==> src/hdl/lke_pkg.sv <==
// shared constants and types for the legacy keyboard emulation block
package lke_pkg;
    // memory offsets of the emulation registers
    localparam logic [11:0] CONTROL_OFS = 12'h100;
    localparam logic [11:0] INPUT_OFS   = 12'h104;
    localparam logic [11:0] OUTPUT_OFS  = 12'h108;
    localparam logic [11:0] STATUS_OFS  = 12'h10C;
    // legacy i/o ports and the gate A20 command
    localparam logic [15:0] PORT_DATA   = 16'h0060;
    localparam logic [15:0] PORT_CMD    = 16'h0064;
    localparam logic [7:0]  CMD_A20     = 8'hD1;
    // status field positions
    localparam int ST_OUT_FULL   = 0;
    localparam int ST_IN_FULL    = 1;
    localparam int ST_FLAG       = 2;
    localparam int ST_CMD_DATA   = 3;
    localparam int ST_INHIBIT    = 4;
    localparam int ST_AUX_FULL   = 5;
    localparam int ST_TIMEOUT    = 6;
    localparam int ST_PARITY     = 7;
    // control field positions
    localparam int CT_EMU_ON     = 0;
    localparam int CT_EMU_IRQ    = 1;
    localparam int CT_CHAR_PEND  = 2;
    localparam int CT_IRQ_EN     = 3;
    localparam int CT_EXT_EN     = 4;
    localparam int CT_A20_SEQ    = 5;
    localparam int CT_KBD_SEEN   = 6;
    localparam int CT_MOUSE_SEEN = 7;
    localparam int CT_A20_STATE  = 8;
    // data bit of the port 60h byte that carries the A20 gate value
    localparam int A20_DATA_BIT  = 1;
    // reset values
    localparam logic [7:0]  BYTE_RST    = 8'h00;
    localparam logic [31:0] RDATA_RST   = 32'h0000_0000;

    typedef struct packed {
        logic parity;
        logic timeout;
        logic aux_output_full_c;
        logic inhibit;
        logic command_or_data;
        logic flag;
        logic input_full_b;
        logic output_full_a;
    } lke_status_t;

    typedef struct packed {
        logic a20_gate_state;
        logic mouse_irq_seen;
        logic kbd_irq_seen;
        logic a20_sequence_flag;
        logic external_irq_enable;
        logic legacy_irq_enable;
        logic character_pending_d;
        logic emu_irq_condition;
        logic emulation_on;
    } lke_ctrl_t;

    localparam lke_status_t STATUS_RST = 8'h00;
endpackage : lke_pkg

==> src/hdl/lke_edge.sv <==
// two-stage synchroniser with rising-edge detect for pin inputs
`timescale 1ns/1ps
module lke_edge #(
    parameter int WIDTH = 1
) (
    input  wire logic             i_core_clk,
    input  wire logic             i_rst_n,
    input  wire logic [WIDTH-1:0] i_pin,
    output logic      [WIDTH-1:0] o_level,
    output logic      [WIDTH-1:0] o_rise
);
    logic [WIDTH-1:0] meta;
    logic [WIDTH-1:0] level;
    logic [WIDTH-1:0] prev;

    initial begin
        if (WIDTH < 1) $error("lke_edge: WIDTH must be at least 1");
    end

    // first stage feeds only the second stage
    always_ff @(posedge i_core_clk or negedge i_rst_n) begin
        if (!i_rst_n) begin
            meta  <= '0;
            level <= '0;
            prev  <= '0;
        end else begin
            meta  <= i_pin;
            level <= meta;
            prev  <= level;
        end
    end

    assign o_level = level;
    assign o_rise  = level & ~prev;
endmodule : lke_edge

==> src/hdl/lke_flag.sv <==
// sticky flags set by hardware, cleared by writing one
`timescale 1ns/1ps
module lke_flag #(
    parameter int WIDTH = 2
) (
    input  wire logic             i_core_clk,
    input  wire logic             i_rst_n,
    input  wire logic [WIDTH-1:0] i_set,
    input  wire logic [WIDTH-1:0] i_clear,
    output logic      [WIDTH-1:0] o_flag
);
    logic [WIDTH-1:0] flag;
    logic [WIDTH-1:0] next_flag;

    initial begin
        if (WIDTH < 1) $error("lke_flag: WIDTH must be at least 1");
    end

    // set wins over a clear in the same cycle so no edge is lost
    always_comb begin
        next_flag = (flag & ~i_clear) | i_set;
    end

    always_ff @(posedge i_core_clk or negedge i_rst_n) begin
        if (!i_rst_n) begin
            flag <= '0;
        end else begin
            flag <= next_flag;
        end
    end

    assign o_flag = flag;
endmodule : lke_flag

==> src/hdl/lke_core.sv <==
// legacy keyboard controller emulation: i/o port decode, status, irqs
`timescale 1ns/1ps
module lke_core #(
    parameter int MEM_ADDR_W = 12
) (
    input  wire logic                  i_core_clk,
    input  wire logic                  i_rst_n,
    // memory cycles from emulation software
    input  wire logic [MEM_ADDR_W-1:0] i_mem_addr,
    input  wire logic                  i_mem_wr,
    input  wire logic                  i_mem_rd,
    input  wire logic [31:0]           i_mem_wdata,
    output logic      [31:0]           o_mem_rdata,
    output logic                       o_mem_ack,
    // legacy i/o cycles
    input  wire logic [15:0]           i_io_addr,
    input  wire logic                  i_io_wr,
    input  wire logic                  i_io_rd,
    input  wire logic [7:0]            i_io_wdata,
    output logic      [7:0]            o_io_rdata,
    output logic                       o_io_claim,
    // keyboard controller and switch pins
    input  wire logic                  i_kbc_irq1,
    input  wire logic                  i_kbc_irq12,
    input  wire logic                  i_kbd_not_inhibited,
    // legacy and emulation interrupts, A20 gate and A20 mismatch
    output logic                       o_irq1,
    output logic                       o_irq12,
    output logic                       o_emu_irq,
    output logic                       o_a20_gate,
    output logic                       o_a20_mismatch
);
    initial begin
        if (MEM_ADDR_W < 12) $error("lke_core: MEM_ADDR_W must be at least 12");
    end

    function automatic logic mem_hit(input logic [MEM_ADDR_W-1:0] addr, input logic [11:0] ofs);
        mem_hit = (addr == MEM_ADDR_W'(ofs));
    endfunction : mem_hit

    localparam int A20_BIT = lke_pkg::A20_DATA_BIT;

    // register state
    logic [7:0]          captured_byte;
    logic [7:0]          return_byte;
    lke_pkg::lke_status_t status;
    logic                emulation_on;
    logic                character_pending_d;
    logic                legacy_irq_enable;
    logic                external_irq_enable;
    logic                a20_sequence_flag;
    logic                a20_gate_state;
    logic [7:0]          next_captured_byte;
    logic [7:0]          next_return_byte;
    lke_pkg::lke_status_t next_status;
    logic                next_emulation_on;
    logic                next_character_pending_d;
    logic                next_legacy_irq_enable;
    logic                next_external_irq_enable;
    logic                next_a20_sequence_flag;
    logic                next_a20_gate_state;
    // output registers
    logic [31:0]         mem_rdata;
    logic                mem_ack;
    logic [7:0]          io_rdata;
    logic                io_claim;
    logic                irq1;
    logic                irq12;
    logic                emu_irq;
    logic                a20_mismatch;
    logic [31:0]         next_mem_rdata;
    logic                next_mem_ack;
    logic [7:0]          next_io_rdata;
    logic                next_io_claim;
    logic                next_irq1;
    logic                next_irq12;
    logic                next_emu_irq;
    logic                next_a20_mismatch;
    // decode
    logic                wr_data_port;
    logic                wr_cmd_port;
    logic                rd_data_port;
    logic                rd_cmd_port;
    logic                a20_data_write;
    logic                emu_irq_condition;
    logic [1:0]          kbc_level;
    logic [1:0]          kbc_rise;
    logic                inhibit_level;
    logic                unused_inhibit_rise;
    logic [1:0]          seen_flags;
    logic [1:0]          seen_clear;
    lke_pkg::lke_status_t status_view;
    lke_pkg::lke_ctrl_t  ctrl_view;

    lke_edge #(
        .WIDTH(3)
    ) u_pins (
        .i_core_clk(i_core_clk),
        .i_rst_n   (i_rst_n),
        .i_pin     ({i_kbd_not_inhibited, i_kbc_irq12, i_kbc_irq1}),
        .o_level   ({inhibit_level, kbc_level}),
        .o_rise    ({unused_inhibit_rise, kbc_rise})
    );

    // clear on a memory write of one to the seen bits
    assign seen_clear = (i_mem_wr && mem_hit(i_mem_addr, lke_pkg::CONTROL_OFS))
                      ? {i_mem_wdata[lke_pkg::CT_MOUSE_SEEN], i_mem_wdata[lke_pkg::CT_KBD_SEEN]}
                      : 2'h0;

    lke_flag #(
        .WIDTH(2)
    ) u_seen (
        .i_core_clk(i_core_clk),
        .i_rst_n   (i_rst_n),
        .i_set     (kbc_rise),
        .i_clear   (seen_clear),
        .o_flag    (seen_flags)
    );

    // i/o decode only while emulating
    assign wr_data_port   = emulation_on && i_io_wr && (i_io_addr == lke_pkg::PORT_DATA);
    assign wr_cmd_port    = emulation_on && i_io_wr && (i_io_addr == lke_pkg::PORT_CMD);
    assign rd_data_port   = emulation_on && i_io_rd && (i_io_addr == lke_pkg::PORT_DATA);
    assign rd_cmd_port    = emulation_on && i_io_rd && (i_io_addr == lke_pkg::PORT_CMD);
    assign a20_data_write = wr_data_port && a20_sequence_flag;

    // status as seen by readers: inhibit follows the switch pin
    always_comb begin
        status_view         = status;
        status_view.inhibit = inhibit_level;
    end

    // live decode, never latched
    always_comb begin
        emu_irq_condition = (emulation_on && status.input_full_b)
                          | (emulation_on && character_pending_d && !status.output_full_a)
                          | (external_irq_enable && (seen_flags[0] || seen_flags[1]));
    end

    always_comb begin
        ctrl_view.emulation_on        = emulation_on;
        ctrl_view.emu_irq_condition   = emu_irq_condition;
        ctrl_view.character_pending_d = character_pending_d;
        ctrl_view.legacy_irq_enable   = legacy_irq_enable;
        ctrl_view.external_irq_enable = external_irq_enable;
        ctrl_view.a20_sequence_flag   = a20_sequence_flag;
        ctrl_view.kbd_irq_seen        = seen_flags[0];
        ctrl_view.mouse_irq_seen      = seen_flags[1];
        ctrl_view.a20_gate_state      = a20_gate_state;
    end

    // register updates: memory writes store, i/o cycles add side effects
    always_comb begin
        next_captured_byte       = captured_byte;
        next_return_byte         = return_byte;
        next_status              = status;
        next_emulation_on        = emulation_on;
        next_character_pending_d = character_pending_d;
        next_legacy_irq_enable   = legacy_irq_enable;
        next_external_irq_enable = external_irq_enable;
        next_a20_sequence_flag   = a20_sequence_flag;
        next_a20_gate_state      = a20_gate_state;
        if (i_mem_wr) begin
            if (mem_hit(i_mem_addr, lke_pkg::INPUT_OFS)) begin
                next_captured_byte = i_mem_wdata[7:0];
            end
            if (mem_hit(i_mem_addr, lke_pkg::OUTPUT_OFS)) begin
                next_return_byte = i_mem_wdata[7:0];
            end
            if (mem_hit(i_mem_addr, lke_pkg::STATUS_OFS)) begin
                next_status         = lke_pkg::lke_status_t'(i_mem_wdata[7:0]);
                next_status.inhibit = 1'b0;
            end
            if (mem_hit(i_mem_addr, lke_pkg::CONTROL_OFS)) begin
                next_emulation_on        = i_mem_wdata[lke_pkg::CT_EMU_ON];
                next_character_pending_d = i_mem_wdata[lke_pkg::CT_CHAR_PEND];
                next_legacy_irq_enable   = i_mem_wdata[lke_pkg::CT_IRQ_EN];
                next_external_irq_enable = i_mem_wdata[lke_pkg::CT_EXT_EN];
                next_a20_sequence_flag   = i_mem_wdata[lke_pkg::CT_A20_SEQ];
                next_a20_gate_state      = i_mem_wdata[lke_pkg::CT_A20_STATE];
            end
        end
        // i/o side effects take priority over a same-cycle memory write
        if (wr_data_port || wr_cmd_port) begin
            next_captured_byte = i_io_wdata;
        end
        if (wr_data_port) begin
            next_status.command_or_data = 1'b0;
            if (a20_sequence_flag) begin
                next_a20_gate_state = i_io_wdata[A20_BIT];
            end else begin
                next_status.input_full_b = 1'b1;
            end
        end
        if (wr_cmd_port) begin
            next_status.command_or_data = 1'b1;
            next_status.input_full_b    = 1'b1;
            next_a20_sequence_flag      = (i_io_wdata == lke_pkg::CMD_A20);
        end
        if (rd_data_port) begin
            next_status.output_full_a = 1'b0;
        end
    end

    always_ff @(posedge i_core_clk or negedge i_rst_n) begin
        if (!i_rst_n) begin
            captured_byte       <= lke_pkg::BYTE_RST;
            return_byte         <= lke_pkg::BYTE_RST;
            status              <= lke_pkg::STATUS_RST;
            emulation_on        <= 1'b0;
            character_pending_d <= 1'b0;
            legacy_irq_enable   <= 1'b0;
            external_irq_enable <= 1'b0;
            a20_sequence_flag   <= 1'b0;
            a20_gate_state      <= 1'b0;
        end else begin
            captured_byte       <= next_captured_byte;
            return_byte         <= next_return_byte;
            status              <= next_status;
            emulation_on        <= next_emulation_on;
            character_pending_d <= next_character_pending_d;
            legacy_irq_enable   <= next_legacy_irq_enable;
            external_irq_enable <= next_external_irq_enable;
            a20_sequence_flag   <= next_a20_sequence_flag;
            a20_gate_state      <= next_a20_gate_state;
        end
    end

    // read data and interrupt outputs, all registered
    always_comb begin
        next_mem_ack  = i_mem_rd || i_mem_wr;
        next_mem_rdata = 32'h0000_0000;
        if (i_mem_rd) begin
            if (mem_hit(i_mem_addr, lke_pkg::INPUT_OFS)) begin
                next_mem_rdata = {24'h00_0000, captured_byte};
            end else if (mem_hit(i_mem_addr, lke_pkg::OUTPUT_OFS)) begin
                next_mem_rdata = {24'h00_0000, return_byte};
            end else if (mem_hit(i_mem_addr, lke_pkg::STATUS_OFS)) begin
                next_mem_rdata = {24'h00_0000, status_view};
            end else if (mem_hit(i_mem_addr, lke_pkg::CONTROL_OFS)) begin
                next_mem_rdata = {23'h00_0000, ctrl_view};
            end
        end
        next_io_claim = rd_data_port || rd_cmd_port || wr_data_port || wr_cmd_port;
        next_io_rdata = lke_pkg::BYTE_RST;
        if (rd_data_port) begin
            next_io_rdata = return_byte;
        end else if (rd_cmd_port) begin
            next_io_rdata = status_view;
        end
        next_irq1  = emulation_on && legacy_irq_enable && status.output_full_a
                   && !status.aux_output_full_c;
        next_irq12 = emulation_on && legacy_irq_enable && status.output_full_a
                   && status.aux_output_full_c;
        next_emu_irq = emu_irq_condition;
        // mismatch tells the emulation software a real A20 change is wanted
        next_a20_mismatch = a20_mismatch;
        if (a20_data_write) begin
            next_a20_mismatch = (i_io_wdata[A20_BIT] != a20_gate_state);
        end else if (wr_cmd_port) begin
            next_a20_mismatch = 1'b0;
        end
    end

    always_ff @(posedge i_core_clk or negedge i_rst_n) begin
        if (!i_rst_n) begin
            mem_rdata    <= lke_pkg::RDATA_RST;
            mem_ack      <= 1'b0;
            io_rdata     <= lke_pkg::BYTE_RST;
            io_claim     <= 1'b0;
            irq1         <= 1'b0;
            irq12        <= 1'b0;
            emu_irq      <= 1'b0;
            a20_mismatch <= 1'b0;
        end else begin
            mem_rdata    <= next_mem_rdata;
            mem_ack      <= next_mem_ack;
            io_rdata     <= next_io_rdata;
            io_claim     <= next_io_claim;
            irq1         <= next_irq1;
            irq12        <= next_irq12;
            emu_irq      <= next_emu_irq;
            a20_mismatch <= next_a20_mismatch;
        end
    end

    assign o_mem_rdata    = mem_rdata;
    assign o_mem_ack      = mem_ack;
    assign o_io_rdata     = io_rdata;
    assign o_io_claim     = io_claim;
    assign o_irq1         = irq1;
    assign o_irq12        = irq12;
    assign o_emu_irq      = emu_irq;
    assign o_a20_gate     = a20_gate_state;
    assign o_a20_mismatch = a20_mismatch;
endmodule : lke_core

==> config.mk <==
export PLATFORM = sky130hd
export DESIGN_NAME = lke_core
export DESIGN_NICKNAME = d
export VERILOG_FILES = /design/src/hdl/lke_pkg.sv /design/src/hdl/lke_edge.sv /design/src/hdl/lke_flag.sv /design/src/hdl/lke_core.sv
export SDC_FILE = /design/constraint.sdc
export NUM_CORES = 1
export LEC_CHECK = 0
export ABC_AREA = 1
export BUFFER_PORTS_ARGS = -buffer_cell sky130_fd_sc_hd__buf_2
export CAP_MARGIN = 10
export CELL_PAD_IN_SITES_DETAIL_PLACEMENT = 0
export CELL_PAD_IN_SITES_GLOBAL_PLACEMENT = 1
export CORE_AREA = 3 3 136 85
export CTS_CLUSTER_DIAMETER = 120
export CTS_CLUSTER_SIZE = 30
export DETAILED_ROUTE_END_ITERATION = 12
export DIE_AREA = 0 0 139 88
export GPL_ROUTABILITY_DRIVEN = 0
export HOLD_SLACK_MARGIN = 0.02
export PLACE_DENSITY_LB_ADDON = 0.2
export RECOVER_POWER = 50
export SLEW_MARGIN = 30
export SYNTH_ARGS = -nofsm -noshare
export SYNTH_HDL_FRONTEND = slang
export SYNTH_HIERARCHICAL = 1
export SYNTH_SLANG_ARGS = --single-unit
==> constraint.sdc <==
create_clock -name i_core_clk -period 1.1 [get_ports i_core_clk]
set_input_delay 0.055 -clock i_core_clk [delete_from_list [all_inputs] [get_ports i_core_clk]]
set_output_delay 0.055 -clock i_core_clk [all_outputs]
set_load 0.02 [all_outputs]
Word level (Yosys, flattened, before mapping)
Cells that the tools add are included.

word-level totals
  register bits after elaboration = 85
  output and inout bits = 47
  logic and storage cells = 110

cells by class
  bitwise gates (word level) = 7
  reduce and logical (&&, ||, !) cells = 40
  equal/unequal tests = 8
  mux-type cells = 28

operators by type and width
  kind                   number
  $eq A12 B9 Y1 const B  4
  $mux W9                5
  $mux W8                5
  $eq A16 B7 Y1 const B  2
  $logic_and A1 B1 Y1    16
  $mux W1                15
  $reduce_and A2 Y1      7
  $reduce_bool A2 Y1     7
  $eq A8 B8 Y1 const B   1
  $mux W4                2
  $logic_or A1 B1 Y1     6
  $reduce_bool A3 Y1     2
  $and A2 B2 Y2          2
  $not A2 Y2             2
  $logic_not A1 Y1       2
  $mux W2                1
  $or A1 B1 Y1           2
  $or A2 B2 Y2           1
  $ne A1 B1 Y1           1

Longest topological paths before layout
  depth after elaboration = 9
  gate-level depth with buffers = 11
  mapped depth without buffers = 9

Modules after synthesis
The synthesis kept the hierarchy.

by module, submodules not included
  module    cells an instance  area each (µm²)  instances  sequential area each (µm²)
  lke_core  374                2966.6           1          1301.2
  lke_edge  15                 255.2            1          225.2
  lke_flag  10                 80.1             1          50.0

Least setup slack after synthesis
OpenSTA, ideal clock, no wires.

  path kind = in2reg
  from = in i_mem_addr[0]
  to = reg u_seen.flag[1] (netlist: u_seen/o_flag[1])
  library setup time = 116 ps
  data required time = 984 ps
  path buffers = 1
  stages = 9
  setup slack = -75 ps
  data arrival time = 1059 ps
  path through = inv_1 nand2_2 nor3_4 nand3_2 buf_2 nor2_1 inv_1 nand2_1 nand2_1

between the ends
  word-level cells in the longest chain between the ends = 6

ends and longest elaborated chain
  what                     RTL line         text
  start: declaration       lke_core.sv:9    input wire logic [MEM_ADDR_W-1:0] i_mem_addr,
  $eq A12 B9 Y1            lke_core.sv:38   mem_hit = (addr == MEM_ADDR_W'(ofs));
  $logic_and A1 B1 Y1      lke_core.sv:106  assign seen_clear = (i_mem_wr && mem_hit(i_mem_addr, lke_pkg::CONTROL_OFS))
  $mux W2                  lke_core.sv:107  ? {i_mem_wdata[lke_pkg::CT_MOUSE_SEEN], i_mem_wdata[lke_pkg::CT_KBD_SEEN]}
  via seen_clear[1]        lke_core.sv:91   logic [1:0] seen_clear;
  $not A2 Y2               lke_flag.sv:21   next_flag = (flag & ~i_clear) | i_set;
  $and A2 B2 Y2            lke_flag.sv:21
  $or A2 B2 Y2             lke_flag.sv:21
  via u_seen.next_flag[1]  lke_flag.sv:13   logic [WIDTH-1:0] next_flag;
  end signal: assignment   lke_flag.sv:28   flag <= next_flag;
  end: declaration         lke_flag.sv:12   logic [WIDTH-1:0] flag;

The timed path passes the listed nets, and every way through them passes these cells.
A chain may end at the register's enable or synchronous reset.

Worst setup path after layout
  from = reg emulation_on
  to = reg mem_rdata[1] (netlist: o_mem_rdata[1])

between the ends
  word-level cells in the longest chain between the ends = 9

ends and longest elaborated chain
  what                              RTL line         text
  start: declaration                lke_core.sv:47   logic emulation_on;
  start signal: assignment          lke_core.sv:220  emulation_on <= next_emulation_on;
  $logic_and A1 B1 Y1 (2 in a row)  lke_core.sv:136  | (emulation_on && character_pending_d && !status.output_full_a)
  $or A1 B1 Y1 (*)                  lke_core.sv:136
  $or A1 B1 Y1 (*)                  lke_core.sv:137  | (external_irq_enable && (seen_flags[0] || seen_flags[1]));
  via emu_irq_condition             lke_core.sv:85   logic emu_irq_condition;
  $mux W9 (*)                       lke_core.sv:240  end else if (mem_hit(i_mem_addr, lke_pkg::CONTROL_OFS)) begin
  $mux W9 (*)                       lke_core.sv:238  end else if (mem_hit(i_mem_addr, lke_pkg::STATUS_OFS)) begin
  $mux W9 (*)                       lke_core.sv:236  end else if (mem_hit(i_mem_addr, lke_pkg::OUTPUT_OFS)) begin
  $mux W9 (*)                       lke_core.sv:234  if (mem_hit(i_mem_addr, lke_pkg::INPUT_OFS)) begin
  $mux W9 (*)                       lke_core.sv:233  if (i_mem_rd) begin
  via next_mem_rdata[1]             lke_core.sv:71   logic [31:0] next_mem_rdata;
  end signal: assignment            lke_core.sv:267  mem_rdata <= lke_pkg::RDATA_RST;
  end signal: assignment            lke_core.sv:276  mem_rdata <= next_mem_rdata;
  end: declaration                  lke_core.sv:63   logic [31:0] mem_rdata;

Mark *: on every way through the listed nets, which the timed path passes. The rest lies on a longest branch.

==> summary.md <==
Global routing consumed, over all layers together, 15.7% of the routing resources. Setup repair after global routing could not meet its margin everywhere. The die is 139 um wide. The data required time at the worst endpoint is 1.32 ns, and the antenna diode count is 0. The final setup violation count is 14, and the post-route core utilization is 43.1%. The final total negative setup slack is -1.00 ns. The area of the multi-input gates was 1430 um^2. The post-DP HPWL came out at 6870 um. The flow ran to the end, but the final reports show violations. In the layout the commonest cells are 80 x sky130_fd_sc_hd__nand2_1, 77 x sky130_fd_sc_hd__buf_2, 62 x sky130_fd_sc_hd__dfrtp_1.

For this design, the slowest cell found on the critical path is sky130_fd_sc_hd__dfrtp_1. After the first detailed-routing iteration, the DRC count stood at 165. The run gives 4 as the number of optimization iterations in the first detailed-route pass. The critical path is of the register to register type.

For the number of placement rows, the log shows 29. For the sink count of the clock tree, the log shows 62. The final reports fail on setup timing. The sequential standard cell area is 1550 um^2. The average instance in the mapped netlist occupies 8.25 um^2. The most numerous cell on the critical path was sky130_fd_sc_hd__nand3_1. Synthesis-to-finish area growth: 37.8%. The path class of the tightest hold or removal check is input pin to register.

The initial utilization of the core area, before any placement, comes to 31.3%. Max-slew headroom at the worst pin: 61.0%. Once detail routing completed, the nets flagged for antenna violations numbered 0. Across the VDD grid, the largest voltage drop is 0.000789 V.

The post-route netlist has 34.0% of its cells at a drive strength greater than 1. For this design the top-level I/O count stands at 124. The kind of start point of the critical path was a register. The placed standard-cell area is 4050 um^2, and the final critical delay including setup and external delays is 1.20 ns. Total vias in the final route: 2,965. Counting every instance in the synthesized netlist gives 396. For the total grt overflow, the log shows 0.

On the final layout, the worst hold slack is 0.0287 ns. Using the TritonRoute via totals, the vias-per-cell ratio works out to 4.50. The worst stage delay on the critical path is 0.42 ns, and the leakage dissipation is 2.40 nW. For the total wire length, the log shows 9050 um.

TritonCTS built the clock tree. STA puts the critical path data arrival time at 1.42 ns. In this run the worst path has a maximum fanout of 5. With fillers left out, the area of the finished cells amounts to 4500 um^2.

Number of antenna violations at the first check in global routing: 0. The clock passes through at most 2 buffers. The quantity of I/O buffers inserted on ports is 77. The first global-routing pass estimated 15,000 um of wire. The H-tree level count is 3, and the count of maximum capacitance violations is 0.

Leaving out fill and tap cells, the most frequent cell in the layout is sky130_fd_sc_hd__nand2_1. For the via count of the first global-routing pass, the log shows 2,984. The filler cells instantiated in the layout total 1,054.

The critical path goes through buf_4 -> nand3_1 -> nand3_2 -> nand3_1 -> nand2_1 -> nor2_2 -> nor2_1. For the final max-slew violation count, the log shows 0. The floorplan step defined a die boundary enclosing 12,200 um^2. Derived from the worst setup path, the maximum achievable clock frequency is 0.833 GHz. The y dimension of the die is 88 um. The run gives -0.101 ns as the post-layout worst setup margin. The net total in the final layout is 592, and the post-route fraction of the period consumed by the critical path is 109%. The clock latency reported for the late side of the worst-skew pair came out at 0.33 ns. The logs give 0 for the number of hold violations in the final report and 3270 um^2 for the area of the mapped netlist.

In the final routed layout, each cell accounts on average for 13.7 um. After detailed routing, the number of remaining DRC violations is 0. Power density relative to cell area: 1280 nW/um^2.

The run gives 63 as the maximum number of pins on one net before global-route repair. The region available for standard cell placement spans 10,500 um^2. STA classifies the critical path endpoint as a register.

The Yosys step of the flow raised 6 warnings. Between clock sinks in the finished design, the worst skew comes to 0.00280 ns. The tools report the number of buffers inserted during clock tree synthesis as 9.

The tools report the CTS root buffer as sky130_fd_sc_hd__clkbuf_16. Setup slack on the worst reg-to-reg path comes out at -0.10 ns. The clock edge transition at the registers on the reported setup and hold paths is 0.05 ns, and the actual slew at the worst max-slew pin is 0.585 ns.
==> worst max-delay path, delay by kind of cell (launching register included) <==
family | cells | cell delay [ns]
buf+inv | 1 | 0.17
simple gates | 6 | 0.49
flops | 1 | 0.42
==> per-layer routing <==
metal	part of all wire [%]	GRT usage [%]	wire (um)	up-vias
met5	0	0	0	-
met4	1.0	4.09	95	0
met3	6.8	4.64	614	9
met2	42	23.8	3840	99
met1	50	22.1	4500	1380
li1	-	-	-	1477
==> through the flow <==
stage,power [mW],instances,setup slack (ns)
5_1_grt,5.98,659,-0.195
3_3_place_gp,2.77,636,-0.153
4_1_cts,5.82,659,-0.110
2_1_floorplan,2.60,418,-0.0264
6_report,5.75,659,-0.101
3_5_place_dp,2.77,636,-0.143
==> registers in the layout, summed over array words and instances (netlist names), 2 cells and up <==
signal / count
o_io_rdata: 8
u_seen/o_flag: 2
o_mem_rdata: 9
u_pins/meta: 3
return_byte: 8
captured_byte: 8
status: 7
u_pins/prev: 2
u_pins/o_level: 3
==> repair_timing <==
action	in CTS	in global routing
hold buffers	7	0
pin swaps	4	2
resized for setup	13	9
buffers inserted	0	0
setup endpoints to repair	15	25
hold endpoints to repair	68	0
==> power breakdown <==
group / internal [mW] / total, mW / switching (mW)
Sequential: 2.30 / 2.32 / 0.0108
Clock: 1.98 / 3.01 / 1.03
Combinational: 0.147 / 0.429 / 0.282
Total: 4.43 / 5.75 / 1.32
==> final timing paths <==
kind / from / end / cells after the start
hold / removal: i_io_wdata[0] / captured_byte[0] / 5
setup / recovery: emulation_on / o_mem_rdata[1] / 7
hold reg to reg: u_pins/meta[0] / u_pins/o_level[0] / 0
max in group asynchronous: i_rst_n / o_a20_mismatch / 3
min in group asynchronous: i_rst_n / o_io_rdata[7] / 3
setup reg to reg: emulation_on / o_mem_rdata[1] / 7
==> area by class of cell <==
class | instances | share of cell area, %
inverters | 52 | 4.67
clock inverters | 6 | 1.92
flip-flops and latches | 62 | 34.5
clock buffers | 10 | 5.09
well taps | 139 | 3.86
repair buffers | 123 | 18.3
multi-input cells | 267 | 31.7
No activity file was read; power rests on OpenSTA's default activity.
